## src/switch_input_config_consts.svh

```systemverilog
// Operation
// - Disabled channels are skipped by the polling walk
// - Enable bit n turns on input channel n
// - Enable register at 1Bh, resets to zero
// - Direction bit: 0 sources current, 1 sinks
// - Direction bits 23 to 10 read zero
// - Direction register at 1Ch, resets to zero
// - Level codes: 0,1,2,5,10 mA; 5-7 give 15
// - Pair fields shared by inputs 0/1,2/3,6/7,8/9
// - Wetting register at 1Dh, resets to zero
`ifndef SWITCH_INPUT_CONFIG_CONSTS_SVH
`define SWITCH_INPUT_CONFIG_CONSTS_SVH

`define CFG_ADDR_W         6
`define CFG_DATA_W         24
`define CFG_NUM_CH         24
`define CFG_NUM_DIR_CH     10
`define CFG_NUM_WET_CH     12
`define CFG_LEVEL_W        3

`define CFG_OFS_ENABLES    6'h1B
`define CFG_OFS_DIRECTION  6'h1C
`define CFG_OFS_WETTING    6'h1D

`define CFG_RST_ENABLES    24'h000000
`define CFG_RST_DIRECTION  10'h000
`define CFG_RST_WETTING    24'h000000

`define CFG_LSB_PAIR_0_1   5'h00
`define CFG_LSB_PAIR_2_3   5'h03
`define CFG_LSB_CH4        5'h06
`define CFG_LSB_CH5        5'h09
`define CFG_LSB_PAIR_6_7   5'h0C
`define CFG_LSB_PAIR_8_9   5'h0F
`define CFG_LSB_CH10       5'h12
`define CFG_LSB_CH11       5'h15

`endif

```

## src/switch_input_config_pkg.sv

```systemverilog
package switch_input_config_pkg;

  typedef enum logic [2:0] {
    WET_OFF  = 3'h0,
    WET_1MA  = 3'h1,
    WET_2MA  = 3'h2,
    WET_5MA  = 3'h3,
    WET_10MA = 3'h4,
    WET_15MA = 3'h5
  } wetting_level_t;

  typedef enum logic [1:0] {
    POLL_IDLE   = 2'h0,
    POLL_SEARCH = 2'h1,
    POLL_SAMPLE = 2'h3
  } poll_state_t;

endpackage : switch_input_config_pkg

```

## src/switch_input_config_regs.sv

```systemverilog
`include "switch_input_config_consts.svh"
`timescale 1ns/100ps
`default_nettype none

module switch_input_config_regs
  import switch_input_config_pkg::*;
#(
  parameter int NUM_CH = `CFG_NUM_CH
) (
  // Clock, reset and enable
  input  wire logic                      sys_clk,
  input  wire logic                      resetn,
  input  wire logic                      ce,
  // Register port from the serial interface core
  input  wire logic [`CFG_ADDR_W-1:0]    reg_addr,
  input  wire logic                      reg_wr,
  input  wire logic [`CFG_DATA_W-1:0]    reg_wdata,
  input  wire logic                      reg_rd,
  output logic      [`CFG_DATA_W-1:0]    reg_rdata,
  // Polling walk control
  input  wire logic                      run,
  input  wire logic                      sample_done,
  output logic                           poll_active,
  output logic      [4:0]                poll_channel,
  output logic                           poll_sink,
  output logic      [`CFG_LEVEL_W-1:0]   poll_level,
  // Static configuration towards the current sources
  output logic      [NUM_CH-1:0]         channel_enable,
  output logic      [`CFG_NUM_DIR_CH-1:0] channel_direction,
  output logic      [3*`CFG_NUM_WET_CH-1:0] wetting_level
);

  logic [`CFG_DATA_W-1:0]     input_channel_enables;
  logic [`CFG_NUM_DIR_CH-1:0] current_direction_select;
  logic [`CFG_DATA_W-1:0]     wetting_level_low_inputs;
  poll_state_t                state;
  poll_state_t                next_state;
  logic [4:0]                 chan;
  logic [4:0]                 next_chan;

  // Raw level code to current step
  function automatic wetting_level_t decode_level(input logic [2:0] code);
    wetting_level_t lvl;
    lvl = WET_15MA;
    unique case (code)
      3'h0: lvl = WET_OFF;
      3'h1: lvl = WET_1MA;
      3'h2: lvl = WET_2MA;
      3'h3: lvl = WET_5MA;
      3'h4: lvl = WET_10MA;
      3'h5, 3'h6, 3'h7: lvl = WET_15MA;
    endcase
    return lvl;
  endfunction : decode_level

  // Field position of an input within the wetting register
  function automatic logic [4:0] field_lsb(input logic [4:0] ch);
    logic [4:0] lsb;
    lsb = `CFG_LSB_PAIR_0_1;
    unique case (ch)
      5'h00, 5'h01: lsb = `CFG_LSB_PAIR_0_1;
      5'h02, 5'h03: lsb = `CFG_LSB_PAIR_2_3;
      5'h04:        lsb = `CFG_LSB_CH4;
      5'h05:        lsb = `CFG_LSB_CH5;
      5'h06, 5'h07: lsb = `CFG_LSB_PAIR_6_7;
      5'h08, 5'h09: lsb = `CFG_LSB_PAIR_8_9;
      5'h0A:        lsb = `CFG_LSB_CH10;
      5'h0B:        lsb = `CFG_LSB_CH11;
      default:      lsb = `CFG_LSB_PAIR_0_1;
    endcase
    return lsb;
  endfunction : field_lsb

  // Address decode
  wire hit_enables   = reg_addr == `CFG_OFS_ENABLES;
  wire hit_direction = reg_addr == `CFG_OFS_DIRECTION;
  wire hit_wetting   = reg_addr == `CFG_OFS_WETTING;
  wire wr_en         = ce && reg_wr;

  // Reserved direction bits have no storage, so they always read zero
  wire [`CFG_DATA_W-1:0] direction_view =
    {{(`CFG_DATA_W-`CFG_NUM_DIR_CH){1'b0}},
     current_direction_select};

  wire [`CFG_DATA_W-1:0] read_mux =
    hit_enables   ? input_channel_enables :
    hit_direction ? direction_view :
    hit_wetting   ? wetting_level_low_inputs :
                    {`CFG_DATA_W{1'b0}};

  // Writes are taken even while the walk runs; stopping it first is
  // left to the host so that a reconfiguration can be staged freely.
  always_ff @(posedge sys_clk or negedge resetn) begin
    if (!resetn) begin
      input_channel_enables    <= `CFG_RST_ENABLES;
      current_direction_select <= `CFG_RST_DIRECTION;
      wetting_level_low_inputs <= `CFG_RST_WETTING;
    end else if (wr_en) begin
      if (hit_enables)
        input_channel_enables <= reg_wdata;
      if (hit_direction)
        current_direction_select <=
          reg_wdata[`CFG_NUM_DIR_CH-1:0];
      if (hit_wetting)
        wetting_level_low_inputs <= reg_wdata;
    end
  end

  always_ff @(posedge sys_clk or negedge resetn) begin
    if (!resetn)
      reg_rdata <= {`CFG_DATA_W{1'b0}};
    else if (ce && reg_rd)
      reg_rdata <= read_mux;
  end

  // Per-input wetting level, registered for clean outputs
  always_ff @(posedge sys_clk or negedge resetn) begin
    if (!resetn) begin
      wetting_level <= {(3*`CFG_NUM_WET_CH){1'b0}};
    end else if (ce) begin
      for (int i = 0; i < `CFG_NUM_WET_CH; i++) begin
        wetting_level[3*i +: 3] <= decode_level(
          wetting_level_low_inputs[field_lsb(5'(i)) +: 3]);
      end
    end
  end

  assign channel_enable    = input_channel_enables[NUM_CH-1:0];
  assign channel_direction = current_direction_select;

  // Polling walk
  wire       any_enabled = |input_channel_enables[NUM_CH-1:0];
  wire       chan_on     = input_channel_enables[chan];
  wire [4:0] chan_inc    = (chan == 5'(NUM_CH-1)) ? 5'h00 : chan + 5'h01;

  always_comb begin
    next_state = state;
    next_chan  = chan;
    unique case (state)
      POLL_IDLE:
        if (run && any_enabled)
          next_state = POLL_SEARCH;
      POLL_SEARCH:
        if (!run || !any_enabled)
          next_state = POLL_IDLE;
        else if (chan_on)
          next_state = POLL_SAMPLE;
        else
          next_chan = chan_inc;
      POLL_SAMPLE:
        if (!run) begin
          next_state = POLL_IDLE;
        end else if (sample_done) begin
          next_state = POLL_SEARCH;
          next_chan  = chan_inc;
        end
      default:
        next_state = POLL_IDLE;
    endcase
  end

  // Sink and level for the channel under test, latched on entry
  wire       cur_sink  = (chan < 5'(`CFG_NUM_DIR_CH)) ?
                         current_direction_select[chan[3:0]] : 1'b0;
  // Inputs above 11 are set elsewhere, so they report no current here
  wire [2:0] cur_level = (chan < 5'(`CFG_NUM_WET_CH)) ?
    decode_level(wetting_level_low_inputs[field_lsb(chan) +: 3]) :
    WET_OFF;

  always_ff @(posedge sys_clk or negedge resetn) begin
    if (!resetn) begin
      state      <= POLL_IDLE;
      chan       <= 5'h00;
      poll_sink  <= 1'b0;
      poll_level <= 3'h0;
    end else if (ce) begin
      state <= next_state;
      chan  <= next_chan;
      if (state == POLL_SEARCH && next_state == POLL_SAMPLE) begin
        poll_sink  <= cur_sink;
        poll_level <= cur_level;
      end
    end
  end

  assign poll_active  = state == POLL_SAMPLE;
  assign poll_channel = chan;

  chk_skip_disabled:
  assert property (@(posedge sys_clk) disable iff (!resetn)
    ce && state == POLL_SEARCH && run && !chan_on && any_enabled
    |=> !poll_active)
    else $error("Sampling started on a disabled channel");

  chk_sample_enabled:
  assert property (@(posedge sys_clk) disable iff (!resetn)
    $rose(poll_active) |-> $past(input_channel_enables[chan]))
    else $error("Walk stopped on a channel that was disabled");

  chk_enable_write:
  assert property (@(posedge sys_clk) disable iff (!resetn)
    wr_en && hit_enables |=> channel_enable == $past(reg_wdata))
    else $error("Enable write did not reach the channels");

  chk_reset_values:
  assert property (@(posedge sys_clk)
    !$past(resetn) |-> channel_enable == 24'h000000 &&
      channel_direction == 10'h000 &&
      wetting_level_low_inputs == 24'h000000)
    else $error("Configuration not zero after reset");

  chk_dir_sink:
  assert property (@(posedge sys_clk) disable iff (!resetn)
    $rose(poll_active) && $past(chan) < 5'h0A |->
      poll_sink == $past(current_direction_select[chan[3:0]]))
    else $error("Sink choice does not match direction bit");

  chk_dir_reserved:
  assert property (@(posedge sys_clk) disable iff (!resetn)
    ce && reg_rd && hit_direction |=> reg_rdata[23:10] == 14'h0000)
    else $error("Reserved direction bits read non-zero");

  chk_reserved_drop:
  assert property (@(posedge sys_clk) disable iff (!resetn)
    wr_en && hit_direction ##1 ce && reg_rd && hit_direction
    |=> reg_rdata == {14'h0000, $past(reg_wdata[9:0], 2)})
    else $error("Reserved direction write was not dropped");

  chk_level_top:
  assert property (@(posedge sys_clk) disable iff (!resetn)
    ce && wetting_level_low_inputs[8:6] >= 3'h5 |=>
      wetting_level[14:12] == 3'h5)
    else $error("Codes 5 to 7 must give the top current");

  chk_pair_share:
  assert property (@(posedge sys_clk) disable iff (!resetn)
    ce |=> wetting_level[2:0] == wetting_level[5:3] &&
      wetting_level[20:18] == wetting_level[23:21] &&
      wetting_level[26:24] == wetting_level[29:27] &&
      wetting_level[5:3] == decode_level($past(
        wetting_level_low_inputs[2:0])))
    else $error("Paired inputs disagree on wetting level");

  chk_single_field:
  assert property (@(posedge sys_clk) disable iff (!resetn)
    ce |=> wetting_level[35:33] ==
      decode_level($past(wetting_level_low_inputs[23:21])))
    else $error("Input 11 level does not follow its field");

  chk_wet_write:
  assert property (@(posedge sys_clk) disable iff (!resetn)
    wr_en && hit_wetting ##1 ce && reg_rd && hit_wetting
    |=> reg_rdata == $past(reg_wdata, 2))
    else $error("Wetting register readback mismatch");

  chk_dir_write:
  assert property (@(posedge sys_clk) disable iff (!resetn)
    wr_en && hit_direction |=>
      channel_direction == $past(reg_wdata[9:0]))
    else $error("Direction write did not reach the sources");

  chk_source_high:
  assert property (@(posedge sys_clk) disable iff (!resetn)
    $rose(poll_active) && $past(chan) >= 5'h0A |-> !poll_sink)
    else $error("Inputs above 9 must report current sourcing");

  chk_level_plain:
  assert property (@(posedge sys_clk) disable iff (!resetn)
    ce && wetting_level_low_inputs[11:9] <= 3'h4 |=>
      wetting_level[17:15] == $past(wetting_level_low_inputs[11:9]))
    else $error("Codes 0 to 4 must keep their own current step");

  chk_pair_2_3:
  assert property (@(posedge sys_clk) disable iff (!resetn)
    ce |=> wetting_level[8:6] == wetting_level[11:9] &&
      wetting_level[8:6] == decode_level($past(
        wetting_level_low_inputs[5:3])))
    else $error("Inputs 2 and 3 do not follow their shared field");

  chk_pair_6_7:
  assert property (@(posedge sys_clk) disable iff (!resetn)
    ce |=> wetting_level[20:18] ==
      decode_level($past(wetting_level_low_inputs[14:12])))
    else $error("Inputs 6 and 7 do not follow their shared field");

  chk_pair_8_9:
  assert property (@(posedge sys_clk) disable iff (!resetn)
    ce |=> wetting_level[26:24] ==
      decode_level($past(wetting_level_low_inputs[17:15])))
    else $error("Inputs 8 and 9 do not follow their shared field");

  chk_single_rest:
  assert property (@(posedge sys_clk) disable iff (!resetn)
    ce |=> wetting_level[14:12] ==
        decode_level($past(wetting_level_low_inputs[8:6])) &&
      wetting_level[17:15] ==
        decode_level($past(wetting_level_low_inputs[11:9])) &&
      wetting_level[32:30] ==
        decode_level($past(wetting_level_low_inputs[20:18])))
    else $error("Single-input level does not follow its field");

  // A sample already running is ended by run or sample_done, not here
  chk_none_enabled:
  assert property (@(posedge sys_clk) disable iff (!resetn)
    ce && !any_enabled && state != POLL_SAMPLE |=> !poll_active)
    else $error("Walk sampled although every channel is disabled");

  chk_freeze_hold:
  assert property (@(posedge sys_clk) disable iff (!resetn)
    !ce |=> $stable(channel_enable) && $stable(channel_direction) &&
      $stable(wetting_level))
    else $error("Configuration moved while the clock enable was low");

endmodule : switch_input_config_regs

`default_nettype wire

```

## config.mk

```make
export PLATFORM = sky130hd
export DESIGN_NAME = switch_input_config_regs
export DESIGN_NICKNAME = d
export VERILOG_FILES = /design/src/switch_input_config_pkg.sv /design/src/switch_input_config_regs.sv
export VERILOG_INCLUDE_DIRS = /design/src /design/src/src
export SDC_FILE = /design/constraint.sdc
export NUM_CORES = 1
export LEC_CHECK = 0
export BUFFER_PORTS_ARGS = -buffer_cell sky130_fd_sc_hd__buf_4
export CAP_MARGIN = 20
export CORE_MARGIN = 8
export CORE_UTILIZATION = 45
export CTS_CLUSTER_DIAMETER = 80
export DETAILED_ROUTE_END_ITERATION = 10
export PLACE_DENSITY = 0.73
export SLEW_MARGIN = 20
export SYNTH_ARGS = -nofsm -noshare
export SYNTH_HDL_FRONTEND = slang
export SYNTH_SLANG_ARGS = --single-unit
```

## constraint.sdc

```tcl
create_clock -name sys_clk -period 3.3 [get_ports sys_clk]
set_input_delay 0.66 -clock sys_clk [delete_from_list [all_inputs] [get_ports sys_clk]]
set_output_delay 0.66 -clock sys_clk [all_outputs]
set_load 0.01 [all_outputs]
```

# Word level (Yosys, flattened, before mapping)

Memory sizes are Yosys's and may differ from the RTL's. A register that Yosys moved wholly into a read port is not among the register bits.
Cells that the tools add are included.

Logic and storage cells: 104
Latch bits: 0
RAM bits: 0
Input bits: 37
Memories kept: 14
Bits in registers: 93
ROM bits: 392
Output and inout port bits: 104

Memories:

| name            | depth | bits a word | read ports | clocked after Yosys merged registers in | wr ports | line                           | text |
|---|---|---|---|---|---|---|---|
| (no name shown) | 16    | 5           | 1          | 0                                       | 0        | switch_input_config_regs.sv:60 | `unique case (ch)` |
| (no name shown) | 8     | 3           | 1          | 0                                       | 0        | switch_input_config_regs.sv:45 | `unique case (code)` |
| (no name shown) | 8     | 3           | 1          | 1                                       | 0        | switch_input_config_regs.sv:45 |  |
| (no name shown) | 8     | 3           | 1          | 1                                       | 0        | switch_input_config_regs.sv:45 |  |
| (no name shown) | 8     | 3           | 1          | 1                                       | 0        | switch_input_config_regs.sv:45 |  |
| (no name shown) | 8     | 3           | 1          | 1                                       | 0        | switch_input_config_regs.sv:45 |  |
| +8 memories     | -     | -           | -          | -                                       | -        | -                              |  |

Reduce and logical (&&, ||, !) cells: 27
Order comparisons: 4
Equal/unequal tests: 11
Multiplexer cells: 30
Shift operators: 9
Bitwise operators: 0
Add/subtract/negate cells: 1
$mul: 0
Div/mod/pow operators: 0

Operators by type and width:

| kind                  | number |
|---|---|
| $shiftx A24 B6 Y3     | 9 |
| $mux W24              | 3 |
| $mux W5               | 14 |
| $reduce_or A24 Y1     | 1 |
| $eq A6 B5 Y1 const B  | 3 |
| $logic_not A1 Y1      | 14 |
| $lt A5 B4 Y1 const B  | 2 |
| $mux W2               | 5 |
| $pmux W5 S2           | 1 |
| $ne A2 B2 Y1 const B  | 4 |
| $reduce_and A2 Y1     | 4 |
| $lt A5 B6 Y1 const B  | 1 |
| $pmux W2 S3           | 1 |
| $reduce_and A6 Y1     | 1 |
| $add A5 B1 Y5 const B | 1 |
| $bmux W1 S5           | 1 |
| $eq A5 B5 Y1 const B  | 1 |
| $lt A4 B5 Y1 const B  | 1 |
| $bmux W1 S4           | 1 |
| $eq A2 B2 Y1 const B  | 2 |
| $logic_and A1 B1 Y1   | 4 |
| $mux W1               | 3 |
| $mux W3               | 1 |
| $eq A2 B1 Y1 const B  | 1 |
| other kinds (3)       | 3 |

# Longest topological paths before layout

Gate-level depths: netlist of run 1.

Word-level depth: 8
Mapped depth: 13
Gate-level depth less buffers: 11

# Worst setup path after synthesis of run 1

No wires, ideal clock.

Kind: reg2reg
Start point: reg chan[1] (netlist: poll_channel[1])
End point: reg poll_level[0]
Path slack: 0.341 ns
Path buffers: 1
Stages on the path, launching flop included: 12
Library setup time: 0.127 ns
Period minus slack after synthesis: 2.959 ns
Data required time: 3.173 ns
Arrival: 2.832 ns
Cell sequence: dfrtp_1 -> buf_2 -> inv_1 -> ha_1 -> nor4bb_1 -> a31o_2 -> mux4_2 -> nand2_1 -> o311ai_0 -> o211a_1 -> a221oi_1 -> nor2_1

Cells in the longest elaborated chain, start to end: 8
Elaborated cells on any way between the ends: 14
Those cells by class: 1 x order compare; 1 x eq/ne; 1 x shift; 7 x mux; 2 x reduce/logical; 2 x memory

RTL lines:

| item                                                   | line                            | text |
|---|---|---|
| from (decl)                                            | switch_input_config_regs.sv:38  | `logic [4:0] chan;` |
| from (signal assigned)                                 | switch_input_config_regs.sv:178 | `chan <= next_chan;` |
| branches (longest 8 deep; another with $mem_v2 Z16 W5) | -                               |  |
| to (signal assigned)                                   | switch_input_config_regs.sv:181 | `poll_level <= cur_level;` |
| to (decl)                                              | switch_input_config_regs.sv:26  | `` output logic [`CFG_LEVEL_W-1:0] poll_level, `` |

Several ways; the timed one is not identified. The select of a mux whose other input is x is not followed.
A chain may end at the register's enable or synchronous reset.

# Final worst setup path of run 1

Same ends and word-level chain as after synthesis.

==> results of run 1 <==
[critical path: cells and delay by family, from the launching register on]
family | cells | cell delay, ns
simple gates | 3 | 0.60
fa+ha+maj | 1 | 0.23
mux | 1 | 0.51
buf+inv | 1 | 0.23
flops | 1 | 0.37
compound gates | 4 | 0.94
[path summary, 6_finish.rpt]
kind / startpoint / end / slack [ns] / cells past startpoint
max: poll_channel[1] / poll_level[0] / 0.29 / 10
min: resetn / channel_enable[2] / 0.27 / 1
max reg2reg: poll_channel[1] / poll_level[0] / 0.29 / 10
min reg2reg: poll_sink / poll_sink / 0.48 / 2
max in group asynchronous: resetn / channel_direction[2] / 2.29 / 2
min in group sys_clk: run / state[0] / 0.47 / 3
[Yosys cell counts, types with 2 or more instances]
library cell | n | area [sq um]
nor3_1 | 8 | 40.0
a31oi_1 | 3 | 18.8
a31o_2 | 2 | 17.5
o31ai_1 | 3 | 22.5
ha_1 | 7 | 87.6
nor4_1 | 8 | 50.1
dfrtp_1 | 117 | 2930
mux2i_1 | 25 | 250
mux4_1 | 2 | 52.6
inv_1 | 17 | 63.8
clkbuf_1 | 25 | 93.8
o21ai_0 | 19 | 95.1
buf_2 | 5 | 25.0
mux4_2 | 8 | 180
and2_1 | 2 | 12.5
nand3_1 | 9 | 45.0
and3_1 | 3 | 18.8
o2111ai_1 | 2 | 17.5
nand3b_1 | 9 | 67.6
nor2_1 | 57 | 214
a21oi_1 | 35 | 175
a221oi_1 | 28 | 245
mux2_2 | 70 | 788
buf_4 | 14 | 105
buf_1 | 3 | 11.3
nand4_1 | 2 | 12.5
nand2b_1 | 3 | 18.8
nand2_1 | 36 | 135
[flip-flops by register name (all words and copies together), names as in the netlist]
name and cells:
channel_enable 24, reg_rdata 24, wetting_level 24, wetting_level_low_inputs 24
channel_direction 10, poll_channel 5, poll_level 3, state 2
poll_sink 1
[power breakdown]
group	total [W]	internal, W	switching, W
registers	0.00181	0.00159	0.000221
clock network	0.00195	0.00128	0.000666
logic	0.00167	0.000791	0.000875
[cell families (layout without fill, tap and decap cells)]
| group | count (synthesis) | after routing | synth area share [%] |
|---|---|---|---|
| compound gates | 108 | 108 | 12.5 |
| fa+ha+maj | 7 | 7 | 1.45 |
| buf+inv | 65 | 209 | 5.12 |
| flops | 117 | 117 | 48.3 |
| mux | 106 | 106 | 21.2 |
| simple gates | 145 | 145 | 11.4 |
[metrics by stage]
step	utilization, %	worst slack (ns)	std cells
finish	59.7	0.294	868
global route	59.7	0.0991	868
detailed placement	55.0	0.319	836
CTS	59.7	0.322	868
global placement	55.0	0.426	836
floorplan	-	0.341	548
[cell type report]
cell class	instances	area [sq um]
Inverter	17	63.8
Clock buffer	20	447
Multi-Input combinational cell	366	2820
Sequential cell	117	2930
Clock inverter	12	178
Fill cell	1084	5320
Tap cell	176	220
Timing Repair Buffer	160	1210
[layer usage]
metal  vias up  track usage, %
met4         0            10.5
met1      2569            27.4
li1       2266               -
met2       253            35.3
met5         -               0
met3        33            5.11
==> results.md, run 1 <==
- The summed area of non-filler cells in the final layout is 0.00787 sq mm.
- The number of global-route vias before repair is 5220.
- Adding up every negative setup slack in the final design gives 0 ns.
- For the pin with the worst max-slew slack, the measured transition is 0.688 ns.
- In this run the tightest slew margin relative to its limit is 53.7%.
- In the final routing, the length of wire on met1 measures 7.72 mm.
- The repair_antennas step left the layout with diodes totalling 0.
- The root buffer cell chosen for the clock tree is clkbuf_16.
- The maximum net fanout on the critical path is 6.
- The design draws 0.00542 W.
- The number of slew-limit violations in the final report is 0.
- The synthesized area divided by synthesized cell count is 11.1 sq um.
- Clock latency on the worst-skew pair, taken at its later pin, is 0.41 ns.
- The number of synthesized register bits is 117.
- Setup repair after global routing left no endpoint under its margin.
- The die covers 0.0174 sq mm.
- The critical path class is flip-flop to flip-flop.
- Once the clock tree was built, the resizer swapped 0 gates to a different size.
- The maximum level of the CTS H-tree is 4.
- Before antenna repair, the detailed router went through 5 iterations.
- Between clock sinks in the finished design, the worst skew comes to 0.00849 ns.
- The routed length on met2 is 9.37 mm.
- The combined global-route utilization of all metal layers is 22.0%.
- The final critical path time including I/O delays and setup is 3.01 ns.
- The most common cell after layout, fill and taps aside is buf_4.
- The flow ran to the end, and the final reports show no timing, DRC or antenna violations.
- The reported max-cap violation count is 0.
- The final critical path takes up 91.1% of the cycle.
- For this block, the initial DRC count from the detailed router was 511.
- The share of the yosys chip area belonging to registers is 48.3%.
- After detailed routing, the total wire length is 18.9 mm.
- The number of top-level pins is 141.
- For this run, the leading register cell type out of synthesis is dfrtp_1.
- The initialized floorplan defines 42 standard-cell rows.
- Based on the critical path, the design can be clocked at up to 333 MHz.
- The count of endpoints failing hold in the final timing report is 0.
- The total number of vias is 5121.
- The summed instance area of the synthesized netlist is 0.00606 sq mm.
- The analysis attributes to cell leakage a power of 3.74 nW.
- The effective utilization at floorplan is 45.9%.
- For this run, the post-layout net count is 723.
- After detailed routing, the average wire length per cell comes to 21.8 um.
- The data required time at the worst endpoint is 3.60 ns.
- The pin count of the biggest net entering global routing is 53.
- The number of warnings reported in the yosys synthesis log is 0.
- In the routed design, unresolved DRC markers number 0.
- In this design, the stage delay of the slowest critical-path cell is 0.51 ns.
- The initial antenna violation count was 0.
- The count of nets left with antenna violations once routing finished came out at 0.
- The detailed-placement wirelength estimate is 13.8 mm.
- The share of async-settable or async-resettable flops after synthesis is 100%.
- The area growth from synthesis to layout is 30.0%.
- After clock tree synthesis, the clock-pin slew on the worst setup and hold paths is 0.06 ns.
- The total congestion overflow after global routing is 0.
- Traced cell by cell, the critical path runs through inv_1, ha_1, nor4bb_1, a31o_2, mux4_2, nand2_1, o311ai_0, o211a_1, a221oi_1, nor2_1.
- The power density over the cells is 689 mW/mm^2.
- The total nets after synthesis is 592.
- The startpoint class of the critical path is a flip-flop.
- The TritonCTS clock tree is done.
- The worst setup path is captured at a flip-flop.
- The number of sinks driven by the clock tree is 117.
- The first global-routing pass estimated 30.0 mm of wire.
- The cell count after synthesis is 548.
- At the end of routability-driven placement, the weighted congestion stood at 0.824.
- The number of CTS-inserted buffers is 17.
- The number of distinct library cells after synthesis is 54.
- The quantity of I/O buffers inserted on ports is 140.
- After detailed placement, the total cell area comes to 0.00725 sq mm.
- The longest clock path from root to sink contains 2 buffers.
- The number of enable-type register cells in the synthesized netlist is 0.
- The die outline height is 132 um.
- The type of the most critical hold path is input port to async pin.
- The die span in x is 132 um.
- Summed over all nets, wire length on met3 after detailed routing comes to 1.28 mm.
- The ratio of routed vias to standard cells is 5.90.
- The uppermost layer routed is met4.
- The post-CTS setup repair buffer count is 0.
- The number of hold buffers added after CTS was 0.
- The worst hold slack is 0.271 ns.
- Setup violations remaining at the end of the flow were counted as 0.
- The critical path arrival is 3.30 ns.
- The worst IR drop on VDD is 0.000433 V.
- The cell with the largest stage delay on the worst path is mux4_2.
- The post-route netlist has 40.0% of its cells at a drive strength greater than 1.
- In the layout the commonest cells are buf_4, dfrtp_1, mux2_2.
- The floorplan step defined a core boundary enclosing 0.0132 sq mm.
Note: power is estimated with default switching activity, not from simulation.
==> inputs of run 2 (changes only) <==
--- a/config.mk
+++ b/config.mk
@@ -12,7 +12,7 @@
 export CORE_UTILIZATION = 45
 export CTS_CLUSTER_DIAMETER = 80
 export DETAILED_ROUTE_END_ITERATION = 10
-export PLACE_DENSITY = 0.73
+export PLACE_DENSITY = 0.75
 export SLEW_MARGIN = 20
 export SYNTH_ARGS = -nofsm -noshare
 export SYNTH_HDL_FRONTEND = slang
==> constraint.sdc (replaced) <==
create_clock -name sys_clk -period 2.55 [get_ports sys_clk]
set_input_delay 0.51 -clock sys_clk [delete_from_list [all_inputs] [get_ports sys_clk]]
set_output_delay 0.51 -clock sys_clk [all_outputs]
set_load 0.01 [all_outputs]
==> run 2 against run 1 <==
Against the previous run: the run now ends with negative setup slack left; worst hold slack lost 0.22 ns; sequential share of layout area fell by 2.5 points; count of clock-buffer cells in the layout grew 6; power rose by 41%; die area stayed put; non-clock buffer count grew 57; global-route usage is 1.2 points higher; flip-flop and latch count unchanged; core utilization is 4.4 points higher; clock skew grew 0.0033 ns; maximum frequency is 9.3% higher; critical path type unchanged; highest routed layer unchanged.
==> results.md, run 2 (synthesis gave the netlist of run 1 again) <==
- The reported max-cap violation count is 0.
- From left edge to right edge, the die measures 132 um.
- After layout, the worst setup slack is -0.199 ns.
- The run finished, with violations left.
- The number of buffers between clock root and the deepest sink is 2.
- The TritonCTS clock tree is done.
- The number of top-level pins is 141.
- The detailed-placement wirelength estimate is 14.8 mm.
- The leakage power figure is 4.00 nW.
- The worst IR drop on VDD is 0.000459 V.
- At the pin with the least slew margin, the transition time is 0.625 ns.
- The checks that failed: negative setup slack.
- The number of CTS-inserted buffers is 17.
- The initial antenna violation count is 0.
- The first routing iteration left 387 violations.
- The number of global-route vias before repair is 5645.
- The count of endpoints failing hold in the final timing report is 0.
- The number of sinks driven by the clock tree is 117.
- The ratio of routed vias to standard cells is 5.76.
- The data required time at the worst endpoint is 2.86 ns.
- The cell with the largest stage delay on the worst path is mux4_2.
- Prior to clock tree synthesis, the placed netlist has a worst setup slack of -0.175 ns.
- Detailed routing inserted a total of 5318 vias.
- STA classifies the critical path startpoint as a flip-flop.
- Buffers inserted to repair hold after CTS numbered 0.
- The most used cell along the critical path is mux4_2.
- Setup repair after global routing could not meet its margin everywhere.
- In this run the register-to-register setup slack is -0.20 ns.
- The final worst clock skew is 0.0118 ns.
- The first global-routing pass estimated 31.8 mm of wire.
- The element type at the critical path end is a flip-flop.
- The signal on the critical path passes through buf_12, buf_6, mux4_2, mux4_2, a21oi_4, nand2_2, a21o_4, nor4_4, mux2_4.
- The clock-pin slew of the registers on the worst-case setup and hold paths is 0.06 ns.
- Entering global routing, the biggest net connects 58 pins.
- The area added between synthesis and finish is 39.5%.
- The most common cell after layout, fill and taps aside is buf_4.
- Based on the critical path, the design can be clocked at up to 364 MHz.
- In this run the tightest slew margin relative to its limit is 58.4%.
- In the layout the commonest cells are buf_4, dfrtp_1, mux2_2.
- The family with the most delay on the worst path is multiplexers.
- The final-layout fill cell count is 1038.
- For this run, design rule violations remaining after detail routing come to 0.
- Of the cells placed in the final design, the portion with a size suffix greater than 1 is 47.5%.
- The critical path class is flip-flop to flip-flop.
- The clock root buffer master is clkbuf_16.
- The worst hold slack is 0.0481 ns.
- The die area is 0.0174 sq mm.
- The core region is 0.0132 sq mm.
- Summed over all layers, the global routing overflow is 0.
- The total wire length after detailed routing is 20.0 mm.
- In this run the power density over the cells is 906 mW/mm^2.
- The worst path uses 108% of the clock period.
- The later pin in the worst-skew pair is clocked with a latency of 0.43 ns.
- On the worst path, the slowest cell contributes a delay of 0.51 ns.
- Global routing consumed, over all layers together, 23.1% of the routing resources.
- The die outline height is 132 um.
- The antenna diode count is 0.
- The initialized floorplan defines 42 standard-cell rows.
- The maximum level of the CTS H-tree is 4.
- In the final routed layout, each cell accounts on average for 21.7 um.
- The number of slew-limit violations in the final report is 0.
- The net count of the finished layout is 780.
- The count of nets left with antenna violations after detail routing is 0.
- The quantity of I/O buffers inserted on ports is 140.
- The final estimated routing congestion in global placement is 0.894.
- The number of detailed-route iterations in the first pass is 5.
- Of all nets on the critical path, the largest fanout is 4.
- The tightest min-delay check is of the input port to async pin type.
- The final critical path time including I/O delays and setup is 2.75 ns.
- The critical path contains buffers and inverters numbering 2 combined.
- The critical path arrival is 3.05 ns.
- For this configuration, the core starts out at a cell density of 45.9%.
- The total of endpoints with negative setup slack in the final report is 7.
run 2: layer usage:
metal  track usage [%]  up-vias  routed length, um
li1                  -     2371                  -
met1              28.6     2684               8150
met2              36.8      216               9820
met3              6.55       47               1490
met4              10.7        0                554
met5                 0        -                  0
run 2: worst paths after layout:
kind                                        endpoint  cells after the start       startpoint
worst max-delay path                 poll_channel[3]                      9  poll_channel[0]
min in group sys_clk                        state[0]                      3              run
max in group asynchronous            poll_channel[1]                      2           resetn
worst min-delay path            channel_direction[3]                      1           resetn
worst min register to register             poll_sink                      2        poll_sink
worst max register to register       poll_channel[3]                      9  poll_channel[0]
run 2: final cells by class:
class	instances	area, sq um	share of cell area (%)
Inverter	17	72.6	0.859
Tap cell	176	220	2.61
Clock buffer	26	489	5.79
Clock inverter	4	47.5	0.563
Timing Repair Buffer	217	1730	20.5
Multi-Input combinational cell	366	2960	35.0
Sequential cell	117	2930	34.7
run 2: repair_timing:
item / in CTS / in global routing
endpoints found under the setup margin: 6 / 9
hold endpoints to repair: 0 / 0
pin swaps: 4 / 5
resized for setup: 8 / 20
setup buffers: 6 / 5
run 2: report_power, final:
part / switching [W] / internal [W]
logic: 0.00145 / 0.00167
clock network: 0.000819 / 0.00140
registers: 0.000268 / 0.00206
run 2: through the flow:
stage	util [%]	setup TNS [ns]	total power (W)	std cells	cell area, sq um
4_1_cts	62.9	-0.527	0.00744	918	8300
3_5_place_dp	58.2	-0.573	0.00504	882	7680
2_1_floorplan	-	-0.122	0.00386	548	6140
3_3_place_gp	58.2	-0.198	0.00500	882	7680
6_report	64.1	-0.860	0.00766	923	8450
5_1_grt	64.1	-1.73	0.00800	923	8450
